==> config.mk <==
export PLATFORM = sky130hd
export DESIGN_NAME = bws_status_regs
export DESIGN_NICKNAME = d
export VERILOG_FILES = /design/src/design/bws_status_regs.v /design/src/design/bws_tx_guard.v
export VERILOG_INCLUDE_DIRS = /design/src /design/src/inc
export SDC_FILE = /design/constraint.sdc
export NUM_CORES = 1
export LEC_CHECK = 0
export ABC_AREA = 1
export BUFFER_PORTS_ARGS = -buffer_cell sky130_fd_sc_hd__clkbuf_2
export CORE_AREA = 2 2 111 113
export DETAILED_ROUTE_END_ITERATION = 10
export DIE_AREA = 0 0 113 115
export PLACE_DENSITY_LB_ADDON = 0.12
export REMOVE_ABC_BUFFERS = 1
export SLEW_MARGIN = 30
export SYNTH_ARGS = -nofsm -noshare
export SYNTH_HDL_FRONTEND = slang
export SYNTH_SLANG_ARGS = --single-unit
export TNS_END_PERCENT = 5
==> constraint.sdc <==
create_clock -name core_clk -period 4.2 [get_ports core_clk]
set_input_delay 0.21 -clock core_clk [delete_from_list [all_inputs] [get_ports core_clk]]
set_output_delay 0.21 -clock core_clk [all_outputs]
set_load 0.02 [all_outputs]
==> src/inc/bws_regs.vh <==
// Offsets, field positions, reset values, mode codes and timing for the bus and wake status block
`ifndef BWS_REGS_VH
`define BWS_REGS_VH

`define BWS_ADDR_BUS_STAT 7'h43
`define BWS_ADDR_WAKE_STAT 7'h44

`define BWS_STAT_RESET 16'h0000
`define BWS_BUS_RESTART_KEEP 16'h007f
`define BWS_WAKE_RESTART_KEEP 16'h0782
`define BWS_BUS_IMPL_MASK 16'h007f
`define BWS_WAKE_IMPL_MASK 16'h078f

`define BWS_BUS_LIN_LO 5
`define BWS_BUS_SELECTIVE_WAKE_TIMEOUT_FLAG 4
`define BWS_BUS_SELECTIVE_WAKE_SYSTEM_ERROR 3
`define BWS_BUS_CAN_LO 1
`define BWS_BUS_UV 0

`define BWS_WAKE_LIN 10
`define BWS_WAKE_CAN 9
`define BWS_WAKE_TMR2 8
`define BWS_WAKE_TMR1 7
`define BWS_WAKE_IN_LO 0

`define BWS_FAIL_NONE 2'h0
`define BWS_FAIL_TSD 2'h1
`define BWS_FAIL_TXD_TO 2'h2
`define BWS_FAIL_BUS_TO 2'h3

`define BWS_XCVR_OFF 2'h0
`define BWS_XCVR_WAKE 2'h1
`define BWS_XCVR_RXONLY 2'h2
`define BWS_XCVR_NORMAL 2'h3

`define BWS_DEV_INIT 3'h0
`define BWS_DEV_NORMAL 3'h1
`define BWS_DEV_STOP 3'h2
`define BWS_DEV_SLEEP 3'h3
`define BWS_DEV_RESTART 3'h4
`define BWS_DEV_FAILSAFE 3'h5

`define BWS_SWK_ERR_LIMIT 6'h20

`define BWS_CLK_PERIOD_NS 50
`define BWS_TX_EN_TIME_NS 10000
`define BWS_TX_EN_CYCLES ((`BWS_TX_EN_TIME_NS + `BWS_CLK_PERIOD_NS - 1) / `BWS_CLK_PERIOD_NS)

`endif

==> src/design/bws_status_regs.v <==
// Bus communication and wake source status registers with fault tracking
//
// Contract
// - LIN fault code in bits 6:5: none, thermal, transmit timeout, bus timeout.
// - CAN timeout flag at bit 4, clearable, 1 means timeout seen.
// - System error at bit 3; while set selective wake cannot be enabled.
// - CAN fault code in bits 2:1 with the same four encodings.
// - CAN supply undervoltage flag at bit 0; transmitter off while it lasts.
// - Undervoltage comparator enabled only in normal or receive-only mode.
// - Transmit timeout ends on transmit input high, wake-capable or off.
// - Bus timeout ends when bus recessive, wake-capable or off.
// - Undervoltage ends as soon as supply is above threshold again.
// - After recovery, transmit resumes only after input held high for enable time.
// - Timeout flag sets on silent indication only while selective wake enabled.
// - Timeout flag raises interrupt in Stop or Normal when its mask is 1.
// - System error on config error or counter above 32, only while enabled.
// - Timeout flag clear ignored until next falling edge of interrupt output.
// - Bus status zero on reset; restart keeps bits 6:0.
// - Wake status zero on reset; restart keeps bits 10:7 and bit 1.
// - Wake status cleared entirely on entry to Fail-Safe mode.
// - Reserved bits of both registers read as zero.
`timescale 1ns/1ps
`default_nettype none
`include "bws_regs.vh"
module bws_status_regs
#(
   parameter TX_CNT_W = 16
)
(
   input wire core_clk,
   input wire rst,
   input wire restart,
   input wire [2:0] dev_mode,
   input wire cmd_valid,
   input wire [6:0] cmd_addr,
   input wire cmd_clear,
   input wire [15:0] cmd_clr_mask,
   output reg [15:0] rd_data,
   output reg rd_valid,
   input wire [1:0] can_mode,
   input wire can_tsd,
   input wire can_txd,
   input wire can_txd_to_det,
   input wire can_bus_recessive,
   input wire can_bus_to_det,
   input wire can_supply_below,
   output wire can_tx_enable,
   input wire [1:0] lin_mode,
   input wire lin_tsd,
   input wire lin_txd,
   input wire lin_txd_to_det,
   input wire lin_bus_recessive,
   input wire lin_bus_to_det,
   output wire lin_tx_enable,
   input wire selective_wake_enable_bit,
   input wire can_silent_indication,
   input wire swk_config_error,
   input wire [5:0] swk_err_count,
   output reg selective_wake_active,
   input wire selective_wake_timeout_irq_mask,
   input wire interrupt_out_n,
   output reg selective_wake_timeout_flag_irq_req,
   input wire lin_bus_wake,
   input wire can_bus_wake,
   input wire timer1_wake,
   input wire timer2_wake,
   input wire [3:0] wake_in
);
   // Transmit inputs come from pins and are synchronised first
   reg [1:0] txd_meta_reg;
   reg [1:0] txd_sync_reg;

   always @(posedge core_clk)
   begin
      if (rst)
      begin
         txd_meta_reg <= 2'h3;
         txd_sync_reg <= 2'h3;
      end
      else
      begin
         txd_meta_reg <= {lin_txd, can_txd};
         txd_sync_reg <= txd_meta_reg;
      end
   end

   wire clr_bus = cmd_valid && cmd_clear && (cmd_addr == `BWS_ADDR_BUS_STAT);
   wire clr_wake = cmd_valid && cmd_clear && (cmd_addr == `BWS_ADDR_WAKE_STAT);

   // Channel 0 is CAN, channel 1 is LIN
   wire [1:0] ch_mode [0:1];
   wire [1:0] ch_tsd = {lin_tsd, can_tsd};
   wire [1:0] ch_txd_to_det = {lin_txd_to_det, can_txd_to_det};
   wire [1:0] ch_recessive = {lin_bus_recessive, can_bus_recessive};
   wire [1:0] ch_bus_to_det = {lin_bus_to_det, can_bus_to_det};
   wire [1:0] ch_tx_enable;
   wire [3:0] fail_fields;
   assign ch_mode[0] = can_mode;
   assign ch_mode[1] = lin_mode;
   assign can_tx_enable = ch_tx_enable[0];
   assign lin_tx_enable = ch_tx_enable[1];

   // Undervoltage is watched only in normal or receive-only mode
   wire uv_cmp_en = (can_mode == `BWS_XCVR_NORMAL) || (can_mode == `BWS_XCVR_RXONLY);
   wire uv_active = uv_cmp_en && can_supply_below;

   genvar ch;
   generate
      for (ch = 0; ch < 2; ch = ch + 1)
      begin : xcvr
         reg txd_to_reg;
         reg bus_to_reg;
         reg [1:0] fail_reg;
         reg [1:0] code;
         wire idle = (ch_mode[ch] == `BWS_XCVR_OFF) || (ch_mode[ch] == `BWS_XCVR_WAKE);
         wire fault_any = ch_tsd[ch] || txd_to_reg || bus_to_reg || ((ch == 0) && uv_active);
         wire field_clr = (ch == 0) ?
            (clr_bus && (cmd_clr_mask[`BWS_BUS_CAN_LO] || cmd_clr_mask[`BWS_BUS_CAN_LO+1])) :
            (clr_bus && (cmd_clr_mask[`BWS_BUS_LIN_LO] || cmd_clr_mask[`BWS_BUS_LIN_LO+1]));

         // Most severe active fault is reported when several coincide
         always @*
         begin
            if (ch_tsd[ch])
               code = `BWS_FAIL_TSD;
            else if (bus_to_reg || ch_bus_to_det[ch])
               code = `BWS_FAIL_BUS_TO;
            else if (txd_to_reg || ch_txd_to_det[ch])
               code = `BWS_FAIL_TXD_TO;
            else
               code = `BWS_FAIL_NONE;
         end

         always @(posedge core_clk)
         begin
            if (rst)
            begin
               txd_to_reg <= 1'b0;
               bus_to_reg <= 1'b0;
               fail_reg <= `BWS_FAIL_NONE;
            end
            else
            begin
               if (ch_txd_to_det[ch])
                  txd_to_reg <= 1'b1;
               else if (txd_sync_reg[ch] || idle)
                  txd_to_reg <= 1'b0;
               if (ch_bus_to_det[ch])
                  bus_to_reg <= 1'b1;
               else if (ch_recessive[ch] || idle)
                  bus_to_reg <= 1'b0;
               // A new fault wins over a clear in the same cycle
               if (code != `BWS_FAIL_NONE)
                  fail_reg <= code;
               else if (field_clr)
                  fail_reg <= `BWS_FAIL_NONE;
            end
         end

         bws_tx_guard
         #(
            .CNT_W(TX_CNT_W)
         )
         u_guard
         (
            .core_clk(core_clk),
            .rst(rst),
            .fault_active(fault_any),
            .txd_high(txd_sync_reg[ch]),
            .tx_enable(ch_tx_enable[ch])
         );

         assign fail_fields[2*ch+1:2*ch] = fail_reg;
      end
   endgenerate

   // Bus status flags and selective wake control
   reg uv_flag_reg;
   reg selective_wake_timeout_flag_reg;
   reg selective_wake_system_error_reg;
   reg selective_wake_timeout_flag_block_reg;
   reg silent_prev_reg;
   reg irq_n_prev_reg;

   wire irq_fall = irq_n_prev_reg && !interrupt_out_n;
   wire selective_wake_timeout_flag_set = selective_wake_enable_bit && can_silent_indication && !silent_prev_reg;
   wire selective_wake_system_error_set = selective_wake_enable_bit &&
      (swk_config_error || (swk_err_count > `BWS_SWK_ERR_LIMIT));
   wire selective_wake_timeout_flag_clr = clr_bus && cmd_clr_mask[`BWS_BUS_SELECTIVE_WAKE_TIMEOUT_FLAG] && !selective_wake_timeout_flag_block_reg;
   wire irq_mode = (dev_mode == `BWS_DEV_NORMAL) || (dev_mode == `BWS_DEV_STOP);

   always @(posedge core_clk)
   begin
      if (rst)
      begin
         uv_flag_reg <= 1'b0;
         selective_wake_timeout_flag_reg <= 1'b0;
         selective_wake_system_error_reg <= 1'b0;
         selective_wake_timeout_flag_block_reg <= 1'b0;
         silent_prev_reg <= 1'b0;
         irq_n_prev_reg <= 1'b1;
         selective_wake_timeout_flag_irq_req <= 1'b0;
         selective_wake_active <= 1'b0;
      end
      else
      begin
         silent_prev_reg <= can_silent_indication;
         irq_n_prev_reg <= interrupt_out_n;
         if (uv_active)
            uv_flag_reg <= 1'b1;
         else if (clr_bus && cmd_clr_mask[`BWS_BUS_UV])
            uv_flag_reg <= 1'b0;
         if (selective_wake_timeout_flag_set)
            selective_wake_timeout_flag_reg <= 1'b1;
         else if (selective_wake_timeout_flag_clr)
            selective_wake_timeout_flag_reg <= 1'b0;
         // Clear stays locked from the set until the interrupt line falls
         if (selective_wake_timeout_flag_set)
            selective_wake_timeout_flag_block_reg <= 1'b1;
         else if (irq_fall)
            selective_wake_timeout_flag_block_reg <= 1'b0;
         selective_wake_timeout_flag_irq_req <= selective_wake_timeout_flag_set && selective_wake_timeout_irq_mask && irq_mode;
         if (selective_wake_system_error_set)
            selective_wake_system_error_reg <= 1'b1;
         else if (clr_bus && cmd_clr_mask[`BWS_BUS_SELECTIVE_WAKE_SYSTEM_ERROR])
            selective_wake_system_error_reg <= 1'b0;
         if (!selective_wake_enable_bit)
            selective_wake_active <= 1'b0;
         else if (!selective_wake_active && !selective_wake_system_error_reg)
            selective_wake_active <= 1'b1;
      end
   end

   // Restart leaves every implemented bus status bit as it was
   wire [15:0] bus_stat = {9'h000, fail_fields[3:2], selective_wake_timeout_flag_reg, selective_wake_system_error_reg,
      fail_fields[1:0], uv_flag_reg} & `BWS_BUS_IMPL_MASK;

   // Wake source flags, one cell per bit
   reg [2:0] mode_prev_reg;
   wire fs_entry = (dev_mode == `BWS_DEV_FAILSAFE) && (mode_prev_reg != `BWS_DEV_FAILSAFE);
   wire [15:0] wake_set;
   wire [15:0] wake_stat;
   assign wake_set = ({15'h0000, lin_bus_wake} << `BWS_WAKE_LIN) |
      ({15'h0000, can_bus_wake} << `BWS_WAKE_CAN) |
      ({15'h0000, timer2_wake} << `BWS_WAKE_TMR2) |
      ({15'h0000, timer1_wake} << `BWS_WAKE_TMR1) |
      ({12'h000, wake_in} << `BWS_WAKE_IN_LO);

   always @(posedge core_clk)
   begin
      if (rst)
         mode_prev_reg <= `BWS_DEV_INIT;
      else
         mode_prev_reg <= dev_mode;
   end

   genvar b;
   generate
      for (b = 0; b < 16; b = b + 1)
      begin : wake_bit
         reg flag_reg;
         localparam [15:0] IMPL = `BWS_WAKE_IMPL_MASK;
         localparam [15:0] KEEP = `BWS_WAKE_RESTART_KEEP;
         always @(posedge core_clk)
         begin
            if (rst || !IMPL[b])
               flag_reg <= 1'b0;
            else if (fs_entry)
               flag_reg <= 1'b0;
            else if (restart && !KEEP[b])
               flag_reg <= 1'b0;
            else if (wake_set[b])
               flag_reg <= 1'b1;
            else if (clr_wake && cmd_clr_mask[b])
               flag_reg <= 1'b0;
         end
         assign wake_stat[b] = flag_reg;
      end
   endgenerate

   // Read returns the value before any clear carried by the same command
   always @(posedge core_clk)
   begin
      if (rst)
      begin
         rd_data <= `BWS_STAT_RESET;
         rd_valid <= 1'b0;
      end
      else
      begin
         rd_valid <= cmd_valid;
         if (cmd_valid)
         begin
            if (cmd_addr == `BWS_ADDR_BUS_STAT)
               rd_data <= bus_stat;
            else if (cmd_addr == `BWS_ADDR_WAKE_STAT)
               rd_data <= wake_stat & `BWS_WAKE_IMPL_MASK;
            else
               rd_data <= `BWS_STAT_RESET;
         end
      end
   end
endmodule
`default_nettype wire

==> src/design/bws_tx_guard.v <==
// Transmitter release guard: blocks transmit during a fault, releases after a recessive hold
`timescale 1ns/1ps
`default_nettype none
`include "bws_regs.vh"
module bws_tx_guard
#(
   parameter CNT_W = 16,
   parameter [CNT_W-1:0] HOLD_CYCLES = `BWS_TX_EN_CYCLES
)
(
   input wire core_clk,
   input wire rst,
   input wire fault_active,
   input wire txd_high,
   output wire tx_enable
);
   localparam [1:0] ST_ENABLED = 2'h0;
   localparam [1:0] ST_BLOCKED = 2'h1;
   localparam [1:0] ST_RELEASE = 2'h2;

   reg [1:0] state_reg;
   reg [1:0] state_next;
   reg [CNT_W-1:0] cnt_reg;
   reg [CNT_W-1:0] cnt_next;

   assign tx_enable = (state_reg == ST_ENABLED) && !fault_active;

   always @*
   begin
      state_next = state_reg;
      cnt_next = cnt_reg;
      case (state_reg)
         ST_ENABLED:
         begin
            if (fault_active)
               state_next = ST_BLOCKED;
         end
         ST_BLOCKED:
         begin
            cnt_next = {CNT_W{1'b0}};
            if (!fault_active)
               state_next = ST_RELEASE;
         end
         ST_RELEASE:
         begin
            // Any low on the transmit input restarts the hold time
            if (fault_active)
               state_next = ST_BLOCKED;
            else if (!txd_high)
               cnt_next = {CNT_W{1'b0}};
            else if (cnt_reg + 1'b1 >= HOLD_CYCLES)
               state_next = ST_ENABLED;
            else
               cnt_next = cnt_reg + 1'b1;
         end
         default:
         begin
            state_next = ST_BLOCKED;
         end
      endcase
   end

   always @(posedge core_clk)
   begin
      if (rst)
      begin
         state_reg <= ST_ENABLED;
         cnt_reg <= {CNT_W{1'b0}};
      end
      else
      begin
         state_reg <= state_next;
         cnt_reg <= cnt_next;
      end
   end
endmodule
`default_nettype wire

==> impl_metrics.yaml, run 1 <==
final_layout:
  area.growth.synth_to_final_pct: 18.70
  post_route_cells_drive_above_1_share_pct: 20.38
  diodes: 0
  flip_flop_count_of_the_largest_register_all_copies_and_words_added: 32
  layout.nets: 739
  fillerInstances: 1252
place:
  place_congestion: 0.7827
  hpwlAfterDp_um: 7335
  portBuffers: 73
floorplan:
  initial_core_util_pct: 34.33
  num_rows: 40
  die_height_um: 115
  dieWidth_um: 113
  boundaryPins: 86
  floorplan.die_area_um2: 13000
  core-area_um2: 11810
outcome:
  outcome: "complete, but fails checks"
  failed_checks: "design-rule violations"
sta:
  worst_pin_slew_ns: 0.8087
  number_of_setup_violations_in_the_final_report: 0
  period_needed_ns: 2.239
  worst_clock_skew_ns: 0.003859
  fmax_mhz: 446.7
  totalNegativeSetupSlack_ns: 0
  post-route-period-util_pct: 53.30
  relSlewSlack_pct: 45.38
  grt_setup_unrepaired: "false"
  slew_violations: 0
  endpoints_failing_hold: 0
worst_setup_path:
  setup.worst_path.end_class: "register"
  startpoint_type_of_the_worst_setup_path: "register"
  crit_path_cell_trace: "ha_1 > nand2_1 > nor2_2 > nand3_1 > nand2_1 > nand2_1 > nor2_1 > nand2_1 > nor2_2 > nand2_2 > nand2_4 > nand2_2 > inv_2 > nor2_1 > nor2_1"
  path_class: "reg -> reg"
  worst_ep_arrival_time_ns: 2.52
  crit_family: "simple AND/OR/NAND/NOR gates"
  worst-path-buf-inv: 1
  critPathMostFrequentCell: "sky130_fd_sc_hd__nand2_1"
  delay_contributed_by_the_slowest_stage_of_the_critical_path_ns: 0.37
  critPathSlowestCell: "sky130_fd_sc_hd__dfxtp_1"
  required_ns: 4.48
  worstPathMaxFanout: 12
synth:
  main_combinational_cell_family_by_area_after_synthesis: "simple AND/OR/NAND/NOR gates"
  synth_area_per_cell_um2: 6.747
  ys_seq_elements: 79
  ys_async_sr_fraction_pct: 0
  synth_compound_area_share_pct: 8.022
  post_synth_and_or_nand_nor_area_fraction_pct: 41.56
  yosys.cell_types.count: 41
  yosysWarnings: 0
  synth.cells.most_frequent: "147 x sky130_fd_sc_hd__nand2_1, 79 x sky130_fd_sc_hd__dfxtp_1, 77 x sky130_fd_sc_hd__nor2_1"
  synth_area_leader_cell: "sky130_fd_sc_hd__dfxtp_1"
  synth.top_cells.by_area: "sky130_fd_sc_hd__dfxtp_1 39%, sky130_fd_sc_hd__nand2_1 14%, sky130_fd_sc_hd__nor2_1 7.1%"
  mappedNetlistArea_um2: 4055
  synth_top_flop_cell: "sky130_fd_sc_hd__dfxtp_1"
  area_share_of_xor_xnor_cells_in_the_synthesized_design_pct: 0.6479
  synth_top_area_share_pct: 39.00
  post_synthesis_adder_cell_area_fraction_pct: 0.6171
  synth-seq-area-share_pct: 39.00
  edff_count_synth: 0
  post_synth_inst_count: 601
  synth_most_common_cell: "sky130_fd_sc_hd__nand2_1"
  synth.area.mux_share_pct: 0
detailed_routing:
  detail_route.drc_violations: 1
  postRouteWirelength_um: 9837
  first_pass_iters: 7
  postRouteAntennaNets: 0
  detailedRoute.firstIterationViolations: 192
  route.vias.total: 3865
  drt-vias-per-instance: 4.691
  wl_per_cell_um: 11.94
power:
  fin_total_pwr_w: 0.001773
  power-per-cell-area_nw_per_um2: 368.3
  leakage_nw: 2.169
  power.ir.vdd_worst_v: 0.0001590
grt:
  first_global_vias: 3625
  grt_first_pass_wirelength_um: 16600
  number_of_antenna_violations_at_the_first_check_in_global_routing: 0
  global_route.overflow_total: 0
  largest_net_degree_at_the_start_of_global_routing: 53
  grt_overall_usage_pct: 16.05
clock_tree:
  cts_resized: 0
  cts_root_buffer: "sky130_fd_sc_hd__clkbuf_16"
  cts_setup_buffers: 0
  clock_latency_ns: 0.34
  cts.clk_slew.worst_paths_ns: 0.06
  cts.sinks: 79
  cts-hold-fix-buffers: 0
  ctsLongestPathBuffers: 2
  tritoncts: "yes"
  cts-htree-levels: 3
  cts-buffers-inserted: 9
hold_path:
  worst_min_delay_path_class: "in -> reg"
flow_run:
  max-cap-violations: 0
routing by layer:
layer / track usage [%] / routed length (um) / up-vias
met5: 0 / 0 / -
met4: 7.805 / 180 / 0
met3: 3.848 / 547 / 13
met2: 25.59 / 4320 / 96
met1: 20.51 / 4789 / 1707
li1: - / - / 2049
layout make-up:
class	count	area, um2	share of cell area [%]
multi-input cells	429	2087	43.36
flip-flops and latches	79	1582	32.86
repair buffers	74	372.9	7.746
inverters	79	296.5	6.161
clock buffers	11	232.7	4.835
well taps	147	183.9	3.821
clock inverters	5	58.81	1.222
logic make-up (layout without fill, tap and decap cells):
family / count (synthesis) / in the layout
AND/OR/NAND/NOR: 361 / 361
buffers and inverters: 97 / 169
flip-flops: 79 / 79
AO/OA/AOI/OAI: 58 / 58
XOR/XNOR: 3 / 3
adder cells (fa/ha/maj): 2 / 2
other: 1 / 5
worst paths after layout:
kind | start | to | slack, ns | depth (start not counted)
worst max-delay path | xcvr[0].u_guard.cnt_reg[1] | xcvr[0].u_guard.cnt_reg[2] | 1.96 | 15
worst min-delay path | can_txd | txd_meta_reg[0] | 0.05 | 2
worst max register to register | xcvr[0].u_guard.cnt_reg[1] | xcvr[0].u_guard.cnt_reg[2] | 1.96 | 15
worst min register to register | txd_meta_reg[0] | txd_sync_reg[0] | 0.41 | 1
power by group:
group / internal, W / switching, W / leakage, nW
sequential: 0.000783 / 0.0000269 / 0.649
combinational: 0.0000666 / 0.000115 / 1.38
clock: 0.000461 / 0.000320 / 0.136
stage by stage:
step                      instance area, um2  util [%]  hold slack, ns  cells  worst slack, ns
after floorplan                         3959         -          0.2791    587            2.345
after global placement                  4516     38.23          0.3937    808            1.909
after detailed placement                4516     38.23          0.3968    808            1.873
after CTS                               4807     40.70         0.03409    824            1.948
after global routing                    4813     40.75         0.04448    824            1.650
final                                   4813     40.75         0.04841    824            1.961
cell usage in the layout (no fill, tap or decap), types with 2 or more instances in the layout:
cell,instances
sky130_fd_sc_hd__dfxtp_1,79
sky130_fd_sc_hd__nand3_2,2
sky130_fd_sc_hd__clkinvlp_4,2
sky130_fd_sc_hd__clkbuf_16,9
sky130_fd_sc_hd__o21ai_1,3
sky130_fd_sc_hd__nand2_2,10
sky130_fd_sc_hd__nand3_1,57
sky130_fd_sc_hd__or2_2,6
sky130_fd_sc_hd__inv_2,5
sky130_fd_sc_hd__xor2_1,3
sky130_fd_sc_hd__nor2_4,7
sky130_fd_sc_hd__clkbuf_2,73
sky130_fd_sc_hd__inv_1,72
sky130_fd_sc_hd__nand4_1,13
sky130_fd_sc_hd__clkbuf_1,2
sky130_fd_sc_hd__clkinv_1,2
sky130_fd_sc_hd__nor3_1,20
sky130_fd_sc_hd__nor2_1,77
sky130_fd_sc_hd__nor2_2,11
sky130_fd_sc_hd__a211oi_1,2
sky130_fd_sc_hd__o211ai_1,4
sky130_fd_sc_hd__nand2_1,147
sky130_fd_sc_hd__nand3b_1,3
sky130_fd_sc_hd__o21bai_1,2
sky130_fd_sc_hd__ha_1,2
sky130_fd_sc_hd__conb_1,5
sky130_fd_sc_hd__nand2_4,3
sky130_fd_sc_hd__o21ai_0,14
sky130_fd_sc_hd__a21oi_1,28
Power figures use the tool's default switching activity.
==> run 2: changes to the inputs <==
Clock period 4.2 ns to 1.8 ns, I/O delays scaled along.
==> impl_metrics.yaml, run 2 (same netlist as run 1, synthesis figures left out) <==
outcome:
  outcome: "complete, but fails checks"
  failed_checks: "design-rule violations, negative setup slack"
power:
  power-per-cell-area_nw_per_um2: 768.6
  power.ir.vdd_worst_v: 0.0004022
  fin_total_pwr_w: 0.004316
  leakage_nw: 2.568
floorplan:
  die_height_um: 115
  num_rows: 40
  initial_core_util_pct: 34.33
  floorplan.die_area_um2: 13000
  boundaryPins: 86
  dieWidth_um: 113
  core-area_um2: 11810
clock_tree:
  cts.clk_slew.worst_paths_ns: 0.07
  clock_latency_ns: 0.34
  cts-htree-levels: 3
  cts_root_buffer: "sky130_fd_sc_hd__clkbuf_16"
  cts-buffers-inserted: 9
  ctsLongestPathBuffers: 2
  cts.sinks: 79
  tritoncts: "yes"
place:
  place_congestion: 0.8962
  hpwlAfterDp_um: 7996
  placed_cell_area_um2: 4896
  portBuffers: 73
worst_setup_path:
  delay_contributed_by_the_slowest_stage_of_the_critical_path_ns: 0.36
  setup.worst_path.end_class: "register"
  crit_path_cell_trace: "ha_4 > nand2_4 > buf_6 > o21ai_2 > nand2_1 > nor2_1 > nand2_1 > nand2_1 > inv_2 > nor2_4 > nand3_4 > nand2_8 > buf_12 > nor3_1"
  required_ns: 2.01
  worst_ep_arrival_time_ns: 2.08
  path_class: "reg -> reg"
  critPathMostFrequentCell: "sky130_fd_sc_hd__nand2_1"
  r2r_slack_ns: -0.06
  critPathSlowestCell: "sky130_fd_sc_hd__dfxtp_2"
  timing.rr.start: "xcvr[1].u_guard.cnt_reg[0]"
  critPathCapture: "xcvr[1].u_guard.cnt_reg[9]"
  reg2regPathDepth: 14
  crit_path_launch: "xcvr[1].u_guard.cnt_reg[0]"
  worstPathMaxFanout: 8
  timing.rr.end: "xcvr[1].u_guard.cnt_reg[9]"
  startpoint_type_of_the_worst_setup_path: "register"
detailed_routing:
  detail_route.drc_violations: 1
  wl_per_cell_um: 11.90
  detailedRoute.firstIterationViolations: 152
  postRouteAntennaNets: 0
  first_pass_iters: 7
  postRouteWirelength_um: 10690
  drt-vias-per-instance: 4.654
  route.vias.total: 4184
final_layout:
  diodes: 0
  post_route_cells_drive_above_1_share_pct: 29.65
  most_used_cells_in_the_layout_excluding_fill_and_tap_cells: "142 x sky130_fd_sc_hd__nand2_1, 74 x sky130_fd_sc_hd__nor2_1, 73 x sky130_fd_sc_hd__clkbuf_2, 72 x sky130_fd_sc_hd__inv_1, 69 x sky130_fd_sc_hd__dfxtp_1"
  final_core_utilization_pct: 47.54
  fillerInstances: 1211
  flip_flop_count_of_the_largest_register_all_copies_and_words_added: 32
  layout.nets: 814
  most_frequent_standard_cell_in_the_layout_excluding_fill_and_tap_cells: "sky130_fd_sc_hd__nand2_1"
  area.growth.synth_to_final_pct: 38.48
  final_design_area_excluding_fillers_um2: 5615
flow_run:
  max-cap-violations: 0
grt:
  global_route.overflow_total: 0
  grt_overall_usage_pct: 17.23
  number_of_antenna_violations_at_the_first_check_in_global_routing: 0
  first_global_vias: 3997
  grt_first_pass_wirelength_um: 18150
  largest_net_degree_at_the_start_of_global_routing: 30
sta:
  worst_clock_skew_ns: 0.005801
  grt_setup_unrepaired: "true"
  slew_violations: 0
  worst_pin_slew_ns: 0.5203
  relSlewSlack_pct: 65.24
  post-route-period-util_pct: 103.4
  period_needed_ns: 1.862
  fin_ws_ns: -0.06190
  number_of_setup_violations_in_the_final_report: 23
  endpoints_failing_hold: 0
  final.hold.worst_slack_ns: 0.003307
  fmax_mhz: 537.1
hold_path:
  worst_min_delay_path_class: "in -> reg"
==> run 2: cell count changes in the layout (fill, tap and decap cells not counted), sizes merged <==
cell / delta
clkinv: -1
buf: +55
clkbuf: -1
clkinvlp: +1
dlygate4sd3: +20
inv: +1
==> run 2: timing repair <==
action	CTS	global route
setup endpoints to repair	34	34
resized for setup	31	16
hold buffers	20	0
hold endpoints to repair	20	0
buffers inserted	3	3
pin swaps	15	17
==> run 2: worst max-delay path: cells and delay by family (launching register included) <==
kind	cells	cell delay, ns
AO/OA/AOI/OAI	1	0.09
adder cells (fa/ha/maj)	1	0.15
buffers and inverters	3	0.30
flip-flops	1	0.36
AND/OR/NAND/NOR	9	0.82
==> run 2: how the worst min path moves through the flow <==
| stage | from | endpoint | depth (start not counted) |
|---|---|---|---|
| floorplan | rst | rd_data[10] | 1 |
| global placement | lin_txd | txd_meta_reg[1] | 2 |
| detailed placement | lin_txd | txd_meta_reg[1] | 2 |
| CTS | can_bus_recessive | xcvr[0].bus_to_reg | 3 |
| global route | can_bus_to_det | xcvr[0].bus_to_reg | 3 |
| finish | can_bus_to_det | xcvr[0].bus_to_reg | 3 |
==> run 2: area by class of cell <==
type | count | area [um2] | share of cell area, %
clock buffer | 10 | 229.0 | 4.078
clock inverter | 6 | 70.07 | 1.248
sequential | 79 | 1599 | 28.48
timing repair buffer | 149 | 1013 | 18.05
multi-input combinational | 429 | 2221 | 39.55
tap | 147 | 183.9 | 3.275
inverter | 79 | 299.0 | 5.325
==> run 2: routing by layer <==
layer,vias to the layer above,routed length (um),share of wire [%],global-route usage (%)
met5,-,0,0,0
met4,0,169,1.6,6.341
met3,13,451,4.2,3.321
met2,97,4948,46,28.74
met1,1870,5126,48,22.29
li1,2204,-,-,-
==> run 2: through the flow <==
stage	setup WS [ns]	TNS, ns	cells
after detailed placement	-0.2007	-4.227	857
after CTS	-0.06987	-0.9912	896
after global placement	-0.1080	-2.725	857
after global routing	-0.1910	-4.757	899
after floorplan	-0.05492	-0.1970	587
final	-0.06190	-0.8469	899
==> run 2: where the power goes <==
| group | total [W] | switching [W] | internal (W) |
|---|---|---|---|
| combinational | 0.000568 | 0.000311 | 0.000258 |
| clock | 0.00185 | 0.000771 | 0.00108 |
| sequential | 0.00189 | 0.0000649 | 0.00183 |
| total | 0.00432 | 0.00115 | 0.00317 |
